$ cat src/cfm_map.svh
`ifndef CFM_MAP_SVH
`define CFM_MAP_SVH

// ----------------------------------------------------------------------------
// Register offsets.
// ----------------------------------------------------------------------------
`define CFM_ADDR_SRC_EN 3'h0
`define CFM_ADDR_TIMEOUTS 3'h1
`define CFM_ADDR_MUTE_CFG 3'h2
`define CFM_ADDR_STICKY 3'h3
`define CFM_ADDR_MASK 3'h4
`define CFM_ADDR_LIVE 3'h5

// ----------------------------------------------------------------------------
// Field positions, reset values and mute depth.
// ----------------------------------------------------------------------------
`define CFM_M1_SRC_BIT 4
`define CFM_M2_SRC_HI 3
`define CFM_M2_SRC_LO 2
`define CFM_M1_EN_BIT 1
`define CFM_M2_EN_BIT 0
`define CFM_M1_TO_HI 5
`define CFM_M1_TO_LO 3
`define CFM_M2_TO_HI 2
`define CFM_M2_TO_LO 0
`define CFM_RAMP_HI 7
`define CFM_RAMP_LO 6
`define CFM_SRC_EN_RST 8'h03
`define CFM_TIMEOUTS_RST 8'h3F
`define CFM_MUTE_CFG_RST 8'h00
`define CFM_MASK_RST 8'h00
`define CFM_MUTE_DB 8'h60

// ----------------------------------------------------------------------------
// Timing.
// ----------------------------------------------------------------------------
`define CFM_CLK_MHZ 250
`define CFM_TO0_US 11000
`define CFM_TO1_US 22000
`define CFM_TO2_US 44000
`define CFM_TO3_US 87000
`define CFM_TO4_US 174000
`define CFM_TO5_US 350000
`define CFM_TO6_US 700000
`define CFM_TO7_US 1200000
`define CFM_RAMP0_US 15
`define CFM_RAMP1_US 30
`define CFM_RAMP2_US 60
`define CFM_RAMP3_US 120
`endif

$ cat src/cfm_pkg.sv
package cfm_pkg;
   typedef logic [7:0] cfm_byte_t;
   typedef logic [2:0] cfm_addr_t;
   typedef enum logic [3:0] {
      CFM_IDLE = 4'h1,
      CFM_RAMP_DN = 4'h2,
      CFM_MUTED = 4'h4,
      CFM_RAMP_UP = 4'h8
   } cfm_mute_state_t;
endpackage

$ cat src/cfm_mon_if.sv
`timescale 1ns/1ps
interface cfm_mon_if;
   logic en;
   logic clk_level;
   logic [31:0] limit;
   logic fault;
   logic fault_rise;
   modport mon (input en, input clk_level, input limit, output fault, output fault_rise);
   modport ctl (output en, output clk_level, output limit, input fault, input fault_rise);
endinterface

$ cat src/cfm_monitor.sv
`timescale 1ns/1ps
`include "cfm_map.svh"
module cfm_monitor (
   input wire logic clk_i,
   input wire logic rst_n_i,
   cfm_mon_if.mon mon
);
   import cfm_pkg::*;

   logic lvl_q;
   logic [31:0] cnt_q;
   logic fault_q;
   logic rise_q;
   logic edge_seen;

   assign edge_seen = mon.clk_level ^ lvl_q;
   assign mon.fault = fault_q;
   assign mon.fault_rise = rise_q;

   // ------------------------------------------------------------------------
   // Absence counter on the reference clock.
   // ------------------------------------------------------------------------
   always_ff @(posedge clk_i or negedge rst_n_i) begin
      if (!rst_n_i) begin
         lvl_q <= 1'b0;
      end else begin
         lvl_q <= mon.clk_level;
      end
   end

   always_ff @(posedge clk_i or negedge rst_n_i) begin
      if (!rst_n_i) begin
         cnt_q <= 32'h0;
      end else if (!mon.en || edge_seen) begin
         cnt_q <= 32'h0;
      end else if (cnt_q != mon.limit) begin
         cnt_q <= cnt_q + 32'h1;
      end
   end

   always_ff @(posedge clk_i or negedge rst_n_i) begin
      if (!rst_n_i) begin
         fault_q <= 1'b0;
         rise_q <= 1'b0;
      end else begin
         rise_q <= 1'b0;
         if (!mon.en || edge_seen) begin
            fault_q <= 1'b0;
         end else if (cnt_q == mon.limit) begin
            fault_q <= 1'b1;
            rise_q <= !fault_q;
         end
      end
   end

   property p_disabled_quiet;
      @(posedge clk_i) disable iff (!rst_n_i) !mon.en |=> !fault_q;
   endproperty
   a_disabled_quiet: assert property (p_disabled_quiet) else $error("Disabled detector shows fault.");

   property p_fault_at_limit;
      @(posedge clk_i) disable iff (!rst_n_i)
         (mon.en && !edge_seen && cnt_q == mon.limit && !fault_q) |=> (fault_q && rise_q);
   endproperty
   a_fault_at_limit: assert property (p_fault_at_limit) else $error("Fault not raised at timeout.");

   property p_edge_clears;
      @(posedge clk_i) disable iff (!rst_n_i) (mon.en && edge_seen) |=> (!fault_q && cnt_q == 32'h0);
   endproperty
   a_edge_clears: assert property (p_edge_clears) else $error("Clock edge did not clear detector.");
endmodule

$ cat src/cfm_top.sv
`timescale 1ns/1ps
`include "cfm_map.svh"
module cfm_top #(
   parameter int unsigned TIMEOUT_CYC [8] = '{
      `CFM_TO0_US * `CFM_CLK_MHZ, `CFM_TO1_US * `CFM_CLK_MHZ,
      `CFM_TO2_US * `CFM_CLK_MHZ, `CFM_TO3_US * `CFM_CLK_MHZ,
      `CFM_TO4_US * `CFM_CLK_MHZ, `CFM_TO5_US * `CFM_CLK_MHZ,
      `CFM_TO6_US * `CFM_CLK_MHZ, `CFM_TO7_US * `CFM_CLK_MHZ},
   parameter int unsigned RAMP_CYC [4] = '{
      `CFM_RAMP0_US * `CFM_CLK_MHZ, `CFM_RAMP1_US * `CFM_CLK_MHZ,
      `CFM_RAMP2_US * `CFM_CLK_MHZ, `CFM_RAMP3_US * `CFM_CLK_MHZ}
) (
   input wire logic ref_clk_i,
   input wire logic rst_b_i,
   input wire logic master_clk_i,
   input wire logic serial_port_clock_i,
   input wire logic pulse_density_clock_i,
   input wire logic reg_wr_i,
   input wire logic reg_rd_i,
   input wire cfm_pkg::cfm_addr_t reg_addr_i,
   input wire cfm_pkg::cfm_byte_t reg_wdata_i,
   output logic [7:0] reg_rdata_o,
   output logic divider_half_clock_o,
   output logic playback_modulator_clock_o,
   output logic sense_modulator_clock_o,
   output logic [7:0] gain_atten_db_o,
   output logic muted_o,
   output logic irq_o
);
   import cfm_pkg::*;

   // ------------------------------------------------------------------------
   // Helper functions.
   // ------------------------------------------------------------------------
   function automatic logic [31:0] timeout_cycles(input logic [2:0] code);
      timeout_cycles = 32'(TIMEOUT_CYC[code]);
   endfunction

   function automatic logic [31:0] ramp_cycles(input logic [1:0] code);
      ramp_cycles = 32'(RAMP_CYC[code]);
   endfunction

   // ------------------------------------------------------------------------
   // Reset release.
   // ------------------------------------------------------------------------
   logic rst_meta_q;
   logic rst_n;

   always_ff @(posedge ref_clk_i or negedge rst_b_i) begin
      if (!rst_b_i) begin
         rst_meta_q <= 1'b0;
         rst_n <= 1'b0;
      end else begin
         rst_meta_q <= 1'b1;
         rst_n <= rst_meta_q;
      end
   end

   // ------------------------------------------------------------------------
   // Clock tree dividers.
   // ------------------------------------------------------------------------
   logic master_q;
   logic master_rise;
   logic [3:0] div_cnt_q;
   logic sense_mod_q;

   assign master_rise = master_clk_i & ~master_q;
   assign divider_half_clock_o = div_cnt_q[0];
   assign playback_modulator_clock_o = div_cnt_q[3];
   assign sense_modulator_clock_o = sense_mod_q;

   always_ff @(posedge ref_clk_i or negedge rst_n) begin
      if (!rst_n) begin
         master_q <= 1'b0;
      end else begin
         master_q <= master_clk_i;
      end
   end

   always_ff @(posedge ref_clk_i or negedge rst_n) begin
      if (!rst_n) begin
         div_cnt_q <= 4'h0;
         sense_mod_q <= 1'b0;
      end else if (master_rise) begin
         div_cnt_q <= div_cnt_q + 4'h1;
         if (div_cnt_q[2:0] == 3'h7) begin
            sense_mod_q <= ~sense_mod_q;
         end
      end
   end

   property p_half_toggles;
      @(posedge ref_clk_i) disable iff (!rst_n)
         master_rise |=> (divider_half_clock_o != $past(divider_half_clock_o));
   endproperty
   a_half_toggles: assert property (p_half_toggles) else $error("Half clock missed a toggle.");

   property p_mod_sixteenth;
      @(posedge ref_clk_i) disable iff (!rst_n)
         (master_rise && div_cnt_q[2:0] != 3'h7) |=> $stable(playback_modulator_clock_o) && $stable(sense_mod_q);
   endproperty
   a_mod_sixteenth: assert property (p_mod_sixteenth) else $error("Modulator clock toggled early.");

   // ------------------------------------------------------------------------
   // Configuration registers.
   // ------------------------------------------------------------------------
   cfm_byte_t src_en_q;
   cfm_byte_t timeouts_q;
   cfm_byte_t mute_cfg_q;
   logic [1:0] mask_q;
   logic [1:0] sticky_q;

   always_ff @(posedge ref_clk_i or negedge rst_n) begin
      if (!rst_n) begin
         src_en_q <= `CFM_SRC_EN_RST;
         timeouts_q <= `CFM_TIMEOUTS_RST;
         mute_cfg_q <= `CFM_MUTE_CFG_RST;
         mask_q <= 2'(`CFM_MASK_RST);
      end else if (reg_wr_i) begin
         case (reg_addr_i)
            `CFM_ADDR_SRC_EN: begin
               src_en_q <= reg_wdata_i & 8'h1F;
            end
            `CFM_ADDR_TIMEOUTS: begin
               timeouts_q <= reg_wdata_i & 8'h3F;
            end
            `CFM_ADDR_MUTE_CFG: begin
               mute_cfg_q <= reg_wdata_i & 8'hC0;
            end
            `CFM_ADDR_MASK: begin
               mask_q <= reg_wdata_i[1:0];
            end
            default: begin
            end
         endcase
      end
   end

   // ------------------------------------------------------------------------
   // Detectors.
   // ------------------------------------------------------------------------
   cfm_mon_if mon1 ();
   cfm_mon_if mon2 ();

   logic [1:0] m2_src;
   logic fault_any;

   assign m2_src = src_en_q[`CFM_M2_SRC_HI:`CFM_M2_SRC_LO];
   assign mon1.en = src_en_q[`CFM_M1_EN_BIT];
   assign mon2.en = src_en_q[`CFM_M2_EN_BIT] && (m2_src != 2'h3);
   assign mon1.clk_level = src_en_q[`CFM_M1_SRC_BIT] ? pulse_density_clock_i : serial_port_clock_i;
   assign mon1.limit = timeout_cycles(timeouts_q[`CFM_M1_TO_HI:`CFM_M1_TO_LO]);
   assign mon2.limit = timeout_cycles(timeouts_q[`CFM_M2_TO_HI:`CFM_M2_TO_LO]);
   assign fault_any = mon1.fault | mon2.fault;

   always_comb begin
      case (m2_src)
         2'h0: mon2.clk_level = div_cnt_q[3];
         2'h1: mon2.clk_level = sense_mod_q;
         2'h2: mon2.clk_level = master_clk_i;
         default: mon2.clk_level = 1'b0;
      endcase
   end

   cfm_monitor u_mon1 (
      .clk_i(ref_clk_i),
      .rst_n_i(rst_n),
      .mon(mon1.mon)
   );

   cfm_monitor u_mon2 (
      .clk_i(ref_clk_i),
      .rst_n_i(rst_n),
      .mon(mon2.mon)
   );

   // ------------------------------------------------------------------------
   // Sticky flags, readback and interrupt.
   // ------------------------------------------------------------------------
   logic sticky_rd;
   logic [1:0] fault_set;

   assign sticky_rd = reg_rd_i && (reg_addr_i == `CFM_ADDR_STICKY);
   assign fault_set = {mon2.fault_rise, mon1.fault_rise};

   always_ff @(posedge ref_clk_i or negedge rst_n) begin
      if (!rst_n) begin
         sticky_q <= 2'h0;
      end else if (sticky_rd) begin
         sticky_q <= fault_set;
      end else begin
         sticky_q <= sticky_q | fault_set;
      end
   end

   always_ff @(posedge ref_clk_i or negedge rst_n) begin
      if (!rst_n) begin
         irq_o <= 1'b0;
      end else begin
         irq_o <= |(sticky_q & mask_q);
      end
   end

   cfm_mute_state_t state_q;

   always_ff @(posedge ref_clk_i or negedge rst_n) begin
      if (!rst_n) begin
         reg_rdata_o <= 8'h00;
      end else if (reg_rd_i) begin
         case (reg_addr_i)
            `CFM_ADDR_SRC_EN: reg_rdata_o <= src_en_q;
            `CFM_ADDR_TIMEOUTS: reg_rdata_o <= timeouts_q;
            `CFM_ADDR_MUTE_CFG: reg_rdata_o <= mute_cfg_q;
            `CFM_ADDR_STICKY: reg_rdata_o <= {6'h00, sticky_q};
            `CFM_ADDR_MASK: reg_rdata_o <= {6'h00, mask_q};
            `CFM_ADDR_LIVE: reg_rdata_o <= {4'h0, state_q == CFM_MUTED, fault_any, mon2.fault, mon1.fault};
            default: reg_rdata_o <= 8'h00;
         endcase
      end
   end

   property p_irq_follows;
      @(posedge ref_clk_i) disable iff (!rst_n) |(sticky_q & mask_q) |=> irq_o;
   endproperty
   a_irq_follows: assert property (p_irq_follows) else $error("Unmasked flag gave no interrupt.");

   property p_read_clears;
      @(posedge ref_clk_i) disable iff (!rst_n)
         (sticky_rd && fault_set == 2'h0) |=> (sticky_q == 2'h0) ##1 !irq_o;
   endproperty
   a_read_clears: assert property (p_read_clears) else $error("Read did not clear sticky flags.");

   // ------------------------------------------------------------------------
   // Soft-mute ramp.
   // ------------------------------------------------------------------------
   logic [31:0] step_cnt_q;
   logic step_due;
   logic [7:0] atten_q;

   assign step_due = (step_cnt_q >= ramp_cycles(mute_cfg_q[`CFM_RAMP_HI:`CFM_RAMP_LO]) - 32'h1);
   assign gain_atten_db_o = atten_q;

   always_ff @(posedge ref_clk_i or negedge rst_n) begin
      if (!rst_n) begin
         step_cnt_q <= 32'h0;
      end else if ((state_q == CFM_RAMP_DN || state_q == CFM_RAMP_UP) && !step_due) begin
         step_cnt_q <= step_cnt_q + 32'h1;
      end else begin
         step_cnt_q <= 32'h0;
      end
   end

   always_ff @(posedge ref_clk_i or negedge rst_n) begin
      if (!rst_n) begin
         state_q <= CFM_IDLE;
         atten_q <= 8'h00;
      end else begin
         case (state_q)
            CFM_IDLE: begin
               if (fault_any) begin
                  state_q <= CFM_RAMP_DN;
               end
            end
            CFM_RAMP_DN: begin
               if (!fault_any) begin
                  state_q <= CFM_RAMP_UP;
               end else if (step_due) begin
                  atten_q <= atten_q + 8'h01;
                  if (atten_q == `CFM_MUTE_DB - 8'h01) begin
                     state_q <= CFM_MUTED;
                  end
               end
            end
            CFM_MUTED: begin
               if (!fault_any) begin
                  state_q <= CFM_RAMP_UP;
               end
            end
            CFM_RAMP_UP: begin
               if (fault_any) begin
                  state_q <= CFM_RAMP_DN;
               end else if (atten_q == 8'h00) begin
                  state_q <= CFM_IDLE;
               end else if (step_due) begin
                  atten_q <= atten_q - 8'h01;
               end
            end
            default: begin
               state_q <= CFM_IDLE;
            end
         endcase
      end
   end

   always_ff @(posedge ref_clk_i or negedge rst_n) begin
      if (!rst_n) begin
         muted_o <= 1'b0;
      end else begin
         muted_o <= (state_q != CFM_IDLE);
      end
   end

   property p_fault_mutes;
      @(posedge ref_clk_i) disable iff (!rst_n)
         (state_q == CFM_IDLE && fault_any) |=> (state_q == CFM_RAMP_DN) ##1 muted_o;
   endproperty
   a_fault_mutes: assert property (p_fault_mutes) else $error("Fault did not start soft-mute.");

   property p_step_down;
      @(posedge ref_clk_i) disable iff (!rst_n)
         (state_q == CFM_RAMP_DN && fault_any && step_due) |=> (atten_q == $past(atten_q) + 8'h01);
   endproperty
   a_step_down: assert property (p_step_down) else $error("Ramp-down step not 1 dB.");

   property p_hold_between;
      @(posedge ref_clk_i) disable iff (!rst_n)
         (state_q == CFM_RAMP_DN && !step_due) |=> $stable(atten_q);
   endproperty
   a_hold_between: assert property (p_hold_between) else $error("Gain moved before interval.");

   property p_unmute;
      @(posedge ref_clk_i) disable iff (!rst_n)
         (state_q == CFM_MUTED && !fault_any) |=> (state_q == CFM_RAMP_UP);
   endproperty
   a_unmute: assert property (p_unmute) else $error("Clock return did not start un-mute.");
endmodule

$ cat config.mk
export PLATFORM = sky130hd
export DESIGN_NAME = cfm_top
export DESIGN_NICKNAME = d
export VERILOG_FILES = /design/src/cfm_pkg.sv /design/src/cfm_mon_if.sv /design/src/cfm_monitor.sv /design/src/cfm_top.sv
export VERILOG_INCLUDE_DIRS = /design/src
export SDC_FILE = /design/constraint.sdc
export NUM_CORES = 1
export LEC_CHECK = 0
export ABC_AREA = 1
export CORE_AREA = 2 2 132 134
export CTS_CLUSTER_SIZE = 10
export DETAILED_ROUTE_END_ITERATION = 8
export DIE_AREA = 0 0 134 136
export DONT_BUFFER_PORTS = 1
export MAX_ROUTING_LAYER = met4
export PLACE_DENSITY_LB_ADDON = 0.2
export SYNTH_ARGS = -nofsm -noshare
export SYNTH_HDL_FRONTEND = slang
export SYNTH_SLANG_ARGS = --single-unit
$ cat constraint.sdc
create_clock -name ref_clk_i -period 4.4 [get_ports ref_clk_i]
set_input_delay 0.22 -clock ref_clk_i [delete_from_list [all_inputs] [get_ports ref_clk_i]]
set_output_delay 0.22 -clock ref_clk_i [all_outputs]
set_load 0.01 [all_outputs]
Yosys cells after proc, flatten, opt, wreduce, memory -nomap -nowiden --
Memories as Yosys holds them, arrays and structs flattened. Index checks and enable logic that the tools add are counted.
Word-level totals: word-level logic and storage cells 142, ROM bits 512, bits in registers 149, memories kept 2, output and inout bits 21, input port bits 18
Cells by class: order comparisons 4, reductions and logical operators 27, muxes and demuxes 38, eq/ne operators 29, bitwise gates (word level) 11, add/sub/neg operators 7
Memories:
- (no name shown) | words 8, bits a word 32, read ports 1, clocked after Yosys merged registers in 0, write ports 0, line cfm_top.sv:36 | timeout_cycles = 32'(TIMEOUT_CYC[code]);
- (no name shown) | words 8, bits a word 32, read ports 1, clocked after Yosys merged registers in 0, write ports 0, line cfm_top.sv:36
Operators with widths (number):
- two-way mux 32 bit | 11
- adder 32 x 1 -> 32 bit, second input constant | 3
- binary-select mux 32 bit (select 2 bit) | 1
- equality test 32 bit | 2
- inequality test 32 bit | 2
- one-hot mux 8 bit (6 select lines) | 1
- two-way mux 8 bit | 5
- >= comparator 32 bit | 1
- subtractor 32 x 1 -> 32 bit, second input constant | 1
- two-way mux 4 bit | 7
- inequality test 2 bit, second input constant | 8
- one-hot mux 4 bit (4 select lines) | 1
- one-hot mux 8 bit (2 select lines) | 1
- AND reduction 2 bit | 5
- nonzero test 2 bit | 5
- equality test 3 bit, second input constant | 3
- two-way mux 1 bit | 9
- adder 8 x 1 -> 8 bit, second input constant | 1
- equality test 8 x 7 -> 1 bit, second input constant | 1
- >= comparator 4 bit, second input constant | 2
- zero test 8 bit | 1
- inverter 3 -> 4 bit | 2
- subtractor 8 x 1 -> 8 bit, second input constant | 1
- equality test 3 x 2 -> 1 bit, second input constant | 2
- 29 further kinds | 40

Longest topological paths before layout --
word-level depth 10, depth in mapped cells 17, gate-level depth less buffers 16

Modules after synthesis --
Synthesis repeated with hierarchy kept, for this count alone.
Second synthesis, totals: cell total of the unflattened synthesis 1699, area, all modules 11596.1 um2
By module, submodules not included:
- cfm_monitor | times used 2, cells each 480, area an instance 3002.9 um2
- cfm_top | times used 1, cells each 739, area an instance 5590.4 um2

Worst setup path before layout --
No wires, ideal clock.
kind flip-flop to flip-flop, from register mute_cfg_q[7], to register step_cnt_q[11], path buffers 2, library setup time 0.121 ns, stages on the path, launching flop included 17, setup slack 2.173 ns, clock period less this slack 2.227 ns, arrival time 2.106 ns, cell sequence dfrtp_1 > inv_1 > ha_1 > nor2_1 > xnor2_1 > ha_1 > nand2_1 > inv_1 > nand2_1 > nand2_1 > nand2_1 > nand2_1 > nand2_1 > nand4_1 > buf_2 > buf_2 > nor2_1
Between the ends: longest elaborated chain between the ends 9
RTL lines:
- from (decl) | line cfm_top.sv:109 | cfm_byte_t mute_cfg_q;
- from (signal assigned) | line cfm_top.sv:117 | mute_cfg_q <= `CFM_MUTE_CFG_RST;
- from (signal assigned) | line cfm_top.sv:128 | mute_cfg_q <= reg_wdata_i & 8'hC0;
- inverter 2 -> 3 bit (implied by the code) | line cfm_top.sv:40 | ramp_cycles = 32'(RAMP_CYC[code]);
- binary-select mux 32 bit (select 2 bit) | line cfm_top.sv:40
- two-way mux 32 bit (implied by the code) (2 in series) | line cfm_top.sv:40
- subtractor 32 x 1 -> 32 bit | line cfm_top.sv:240 | assign step_due = (step_cnt_q >= ramp_cycles(mute_cfg_q[`CFM_RAMP_HI:`CFM_RAMP_LO]) - 32'h1);
- >= comparator 32 bit | line cfm_top.sv:240
- zero test 1 bit | line cfm_top.sv:246 | end else if ((state_q == CFM_RAMP_DN || state_q == CFM_RAMP_UP) && !step_due) begin
- logical AND 1 bit | line cfm_top.sv:246
- two-way mux 32 bit | line cfm_top.sv:246
- to (signal assigned) | line cfm_top.sv:247 | step_cnt_q <= step_cnt_q + 32'h1;
- to (decl) | line cfm_top.sv:236 | logic [31:0] step_cnt_q;
Every way passes these cells. The select of a mux whose other input is x is not followed. A chain may end at the register's enable or synchronous reset.

Worst setup path in the final report --
from register mute_cfg_q[6], to register atten_q[7] (netlist: gain_atten_db_o[7])
Between the ends: longest elaborated chain between the ends 8, elaborated cells between the ends (all ways) 9, classes of those cells add/sub (1); order compare (1); eq/ne (2); mux (3); bitwise (1); reduce/logical (1)
RTL lines:
- inverter 2 -> 3 bit (implied by the code) * | line cfm_top.sv:40
- binary-select mux 32 bit (select 2 bit) * | line cfm_top.sv:40
- two-way mux 32 bit (implied by the code) * (2 in series) | line cfm_top.sv:40
- subtractor 32 x 1 -> 32 bit * | line cfm_top.sv:240
- >= comparator 32 bit * | line cfm_top.sv:240
- inequality test 2 bit (no line)
- AND reduction 6 bit (no line) *
- to (signal assigned) | line cfm_top.sv:268 | atten_q <= atten_q + 8'h01;
- to (signal assigned) | line cfm_top.sv:285 | atten_q <= atten_q - 8'h01;
- to (decl) | line cfm_top.sv:238 | logic [7:0] atten_q;
Mark *: on every way between the ends. The rest lies on a longest branch, timed or not. The select of a mux whose other input is x is not followed.

==> results.toml <==
[run_status]
status = "complete, no violations"

[yosys]
synthCells = 1343
synth-xor-area-share_pct = 3.434
synthAdderAreaFrac_pct = 6.920
ys.flop_type = "dfrtp_1"
post-synth-top-area-fraction_pct = 36.15
synthTopCellsByCount = "358 x nand2_1, 182 x nor2_1, 166 x inv_1"
synth_edf_count = 0
synthSimpleGateAreaFrac_pct = 34.90
ys_async_sr_fraction_pct = 100.0
muxShareOfSynthArea_pct = 0.2324
syn_avg_cell_area_um2 = 7.217
ys_types = 46
seq_area_frac_synth_pct = 38.59
synth_top_family_by_area = "simple AND/OR/NAND/NOR gates"
mappedNetlistArea_um2 = 9692
yosysWarnings = 0
synth-seq-cells = 149
yosysMostFrequentCell = "nand2_1"
synth_compound_area_share_pct = 7.849
synth_area_leader_cell = "dfrtp_1"
synth_area_leaders = "dfrtp_1 36%, nand2_1 14%, nor2_1 7.0%, ha_1 6.7%, inv_1 6.4%"

[critical_path]
cpMaxStageDelayCell = "dfrtp_1"
crit_chain = "inv_1 -> ha_1 -> nor2_1 -> xnor2_1 -> ha_1 -> a21oi_1 -> nand2_1 -> nand2_1 -> nand2_1 -> nand2_1 -> nand4_1 -> nand2_1 -> o21ai_0"
ff2ff_path_depth = 13
cp_num_buf_inv = 1
startpoint_type = "flop"
cp_max_fo = 14
worstSetupPathType = "reg -> reg"
critPathRequiredTime_ns = 4.71
r2r_start = "mute_cfg_q[6]$_DFFE_PN0P_"
critPathTopFamily = "simple AND/OR/NAND/NOR gates"
reg2reg_to = "gain_atten_db_o[7]$_DFFE_PN0P_"
r2r_slack_ns = 1.74
slowest_delay_ns = 0.47
cp.arrival_ns = 2.97
endpoint_kind = "flop"
cpMostUsedCell = "nand2_1"

[clock_network]
cts_sinks = 149
cts_buffers = 17
clockBufferDepth = 2
h-tree-depth = 4
cts-resized-gates = 0
cts_tree = "done"
clock_latency_ns = 0.44
cts_root_buf = "clkbuf_16"
clkTransAtPathRegs_ns = 0.07

[timing]
skew_ns = 0.01312
fin_crit_sh_pct = 60.53
hold_viol = 0
tns_ns = 0
rsz0062_at_grt = "false"
setup_violations = 0
clock.fmax_mhz = 375.5
worst_pin_slew_ns = 0.9763
period_minus_slack_ns = 2.663
drv_slew = 0
relSlewSlack_pct = 34.91

[global_route]
antenna_found_initial = 0
grt_max_degree = 76
grt_pass1_wl_mm = 41.01
grt_usage_pct = 29.34
gr-total-overflow = 0
grt_pass1_vias = 8348

[job]
maxCapViolCount = 0

[die]
core-area_um2 = 16880
rows = 48
die_h_um = 136
start_util_pct = 57.43
pin_count = 39
die-area_um2 = 18220
die_width_um = 134

[routing]
drc = 0
num_vias = 8774
drt_iter0_markers = 647
ant_nets = 0
viasPerCell = 5.443
wl_mm = 24.62
wl_per_cell_um = 15.27
first_pass_iters = 5

[final_layout]
design_area_um2 = 10660
final_nets = 1445
synthToLayoutAreaGrowth_pct = 10.02
layout-drive-gt1-share_pct = 6.994
diodes = 0

[worst_hold_path]
hold_path.startpoint = "reg_addr_i[0]"
hold_class = "in -> reg"
whs_path_depth = 3
hold_end = "reg_rdata_o[6]$_DFFE_PN0P_"

[place]
placed_area_um2 = 9935
routabilityCongestion = 0.9801
port-buffer-count = 0
place_hpwl_mm = 18.70

[pwr]
leakagePower_nw = 5.077
power_density_nw_per_um2 = 361.6
ir_worst_vdd_uv = 348.7
## state kept, by name (all words and copies together), names as in the netlist, 4 cells and up
register / count
src_en_q: 5
reg_rdata_o: 8
u_mon2.cnt_q: 32
step_cnt_q: 32
timeouts_q: 6
div_cnt_q: 4
state_q: 4
gain_atten_db_o: 8
u_mon1.cnt_q: 32
## worst register-to-register path, delay by kind of cell (launching register included)
kind	cells	cell delay (ns)
AOI/OAI and AO/OA	2	0.30
xor gates and xnor gates	1	0.14
adders and majority gates	2	0.56
buffers and inverters	1	0.16
DFF	1	0.47
and+or+nand+nor	7	0.90
## where the power goes
group / internal [W] / switching, W / total, W / leakage [nW]
Sequential: 0.00146 / 0.000130 / 0.00159 / 1.98
Combinational: 0.000264 / 0.000544 / 0.000808 / 2.80
Clock: 0.000768 / 0.000691 / 0.00146 / 0.295
Total: 0.00249 / 0.00137 / 0.00386 / 5.08
## final cells by class
type | instances | area [µm²]
Sequential cell | 149 | 3744
Fill cell | 1521 | 6213
Timing Repair Buffer | 16 | 165.2
Multi-Input combinational cell | 1019 | 5233
Clock inverter | 15 | 172.7
Tap cell | 225 | 281.5
Clock buffer | 17 | 425.4
Inverter | 171 | 641.9
## logic make-up (layout without fill, tap and decap cells)
group | count (synthesis) | count (layout)
AND/OR/NAND/NOR | 767 | 767
AO/OA/AOI/OAI | 142 | 142
buffers and inverters | 190 | 219
XOR/XNOR | 38 | 38
flip-flops | 149 | 149
other | 2 | 17
multiplexers | 2 | 2
adder cells (fa/ha/maj) | 53 | 53
## worst max path at each step
stage | startpoint | to | cells after the start
4_1_cts | mute_cfg_q[6]$_DFFE_PN0P_ | gain_atten_db_o[7]$_DFFE_PN0P_ | 13
3_5_place_dp | mute_cfg_q[6]$_DFFE_PN0P_ | gain_atten_db_o[7]$_DFFE_PN0P_ | 13
3_3_place_gp | mute_cfg_q[7]$_DFFE_PN0P_ | gain_atten_db_o[7]$_DFFE_PN0P_ | 13
5_1_grt | mute_cfg_q[6]$_DFFE_PN0P_ | gain_atten_db_o[7]$_DFFE_PN0P_ | 15
6_report | mute_cfg_q[6]$_DFFE_PN0P_ | gain_atten_db_o[7]$_DFFE_PN0P_ | 13
2_1_floorplan | rst_n$_DFF_PN0_ | div_cnt_q[0]$_DFFE_PN0P_ | 0
## repair_timing
item                                   4_1_cts  5_1_grt
endpoints found under the hold margin       21        0
hold buffers                                13        0
setup buffers                                0        0
## layer usage
layer	share of wire, %	GRT usage, %
met1	44	36.08
met2	48	48.35
met3	4.6	5.145
met4	3.6	11.70
met5	0	-
## per-stage QoR
| stage | total power (W) | hold slack [ns] | setup WS, ns | utilization, % | instances |
|---|---|---|---|---|---|
| 6_report | 0.003856 | 0.01829 | 1.737 | 63.18 | 1612 |
| 5_1_grt | 0.004078 | 0.03194 | 1.438 | 63.18 | 1612 |
| 4_1_cts | 0.003882 | 0.01251 | 1.735 | 63.18 | 1612 |
| 3_5_place_dp | 0.002401 | -0.07543 | 1.750 | 58.87 | 1567 |
| 3_3_place_gp | 0.002389 | -0.07541 | 1.904 | 58.87 | 1567 |
| 2_1_floorplan | 0.002207 | -0.07559 | 1.937 | - | 1358 |
## cells in the final DEF, fill, tap and decap left out, types with 9 or more instances in the layout
cell type	synthesis	routed
nand3_1	104	104
dfstp_2	9	9
nand2_1	358	358
ha_1	52	52
conb_1	2	17
nand4_1	34	34
o21ai_1	13	13
xor2_1	30	30
o21ai_0	56	56
nor2_2	9	9
inv_1	166	166
nor2_1	182	182
a21oi_1	52	52
dlygate4sd3_1	0	13
nor3_1	34	34
nand2_2	13	13
clkbuf_16	0	17
dfrtp_1	140	139
Note: power is estimated with default switching activity, not from simulation.
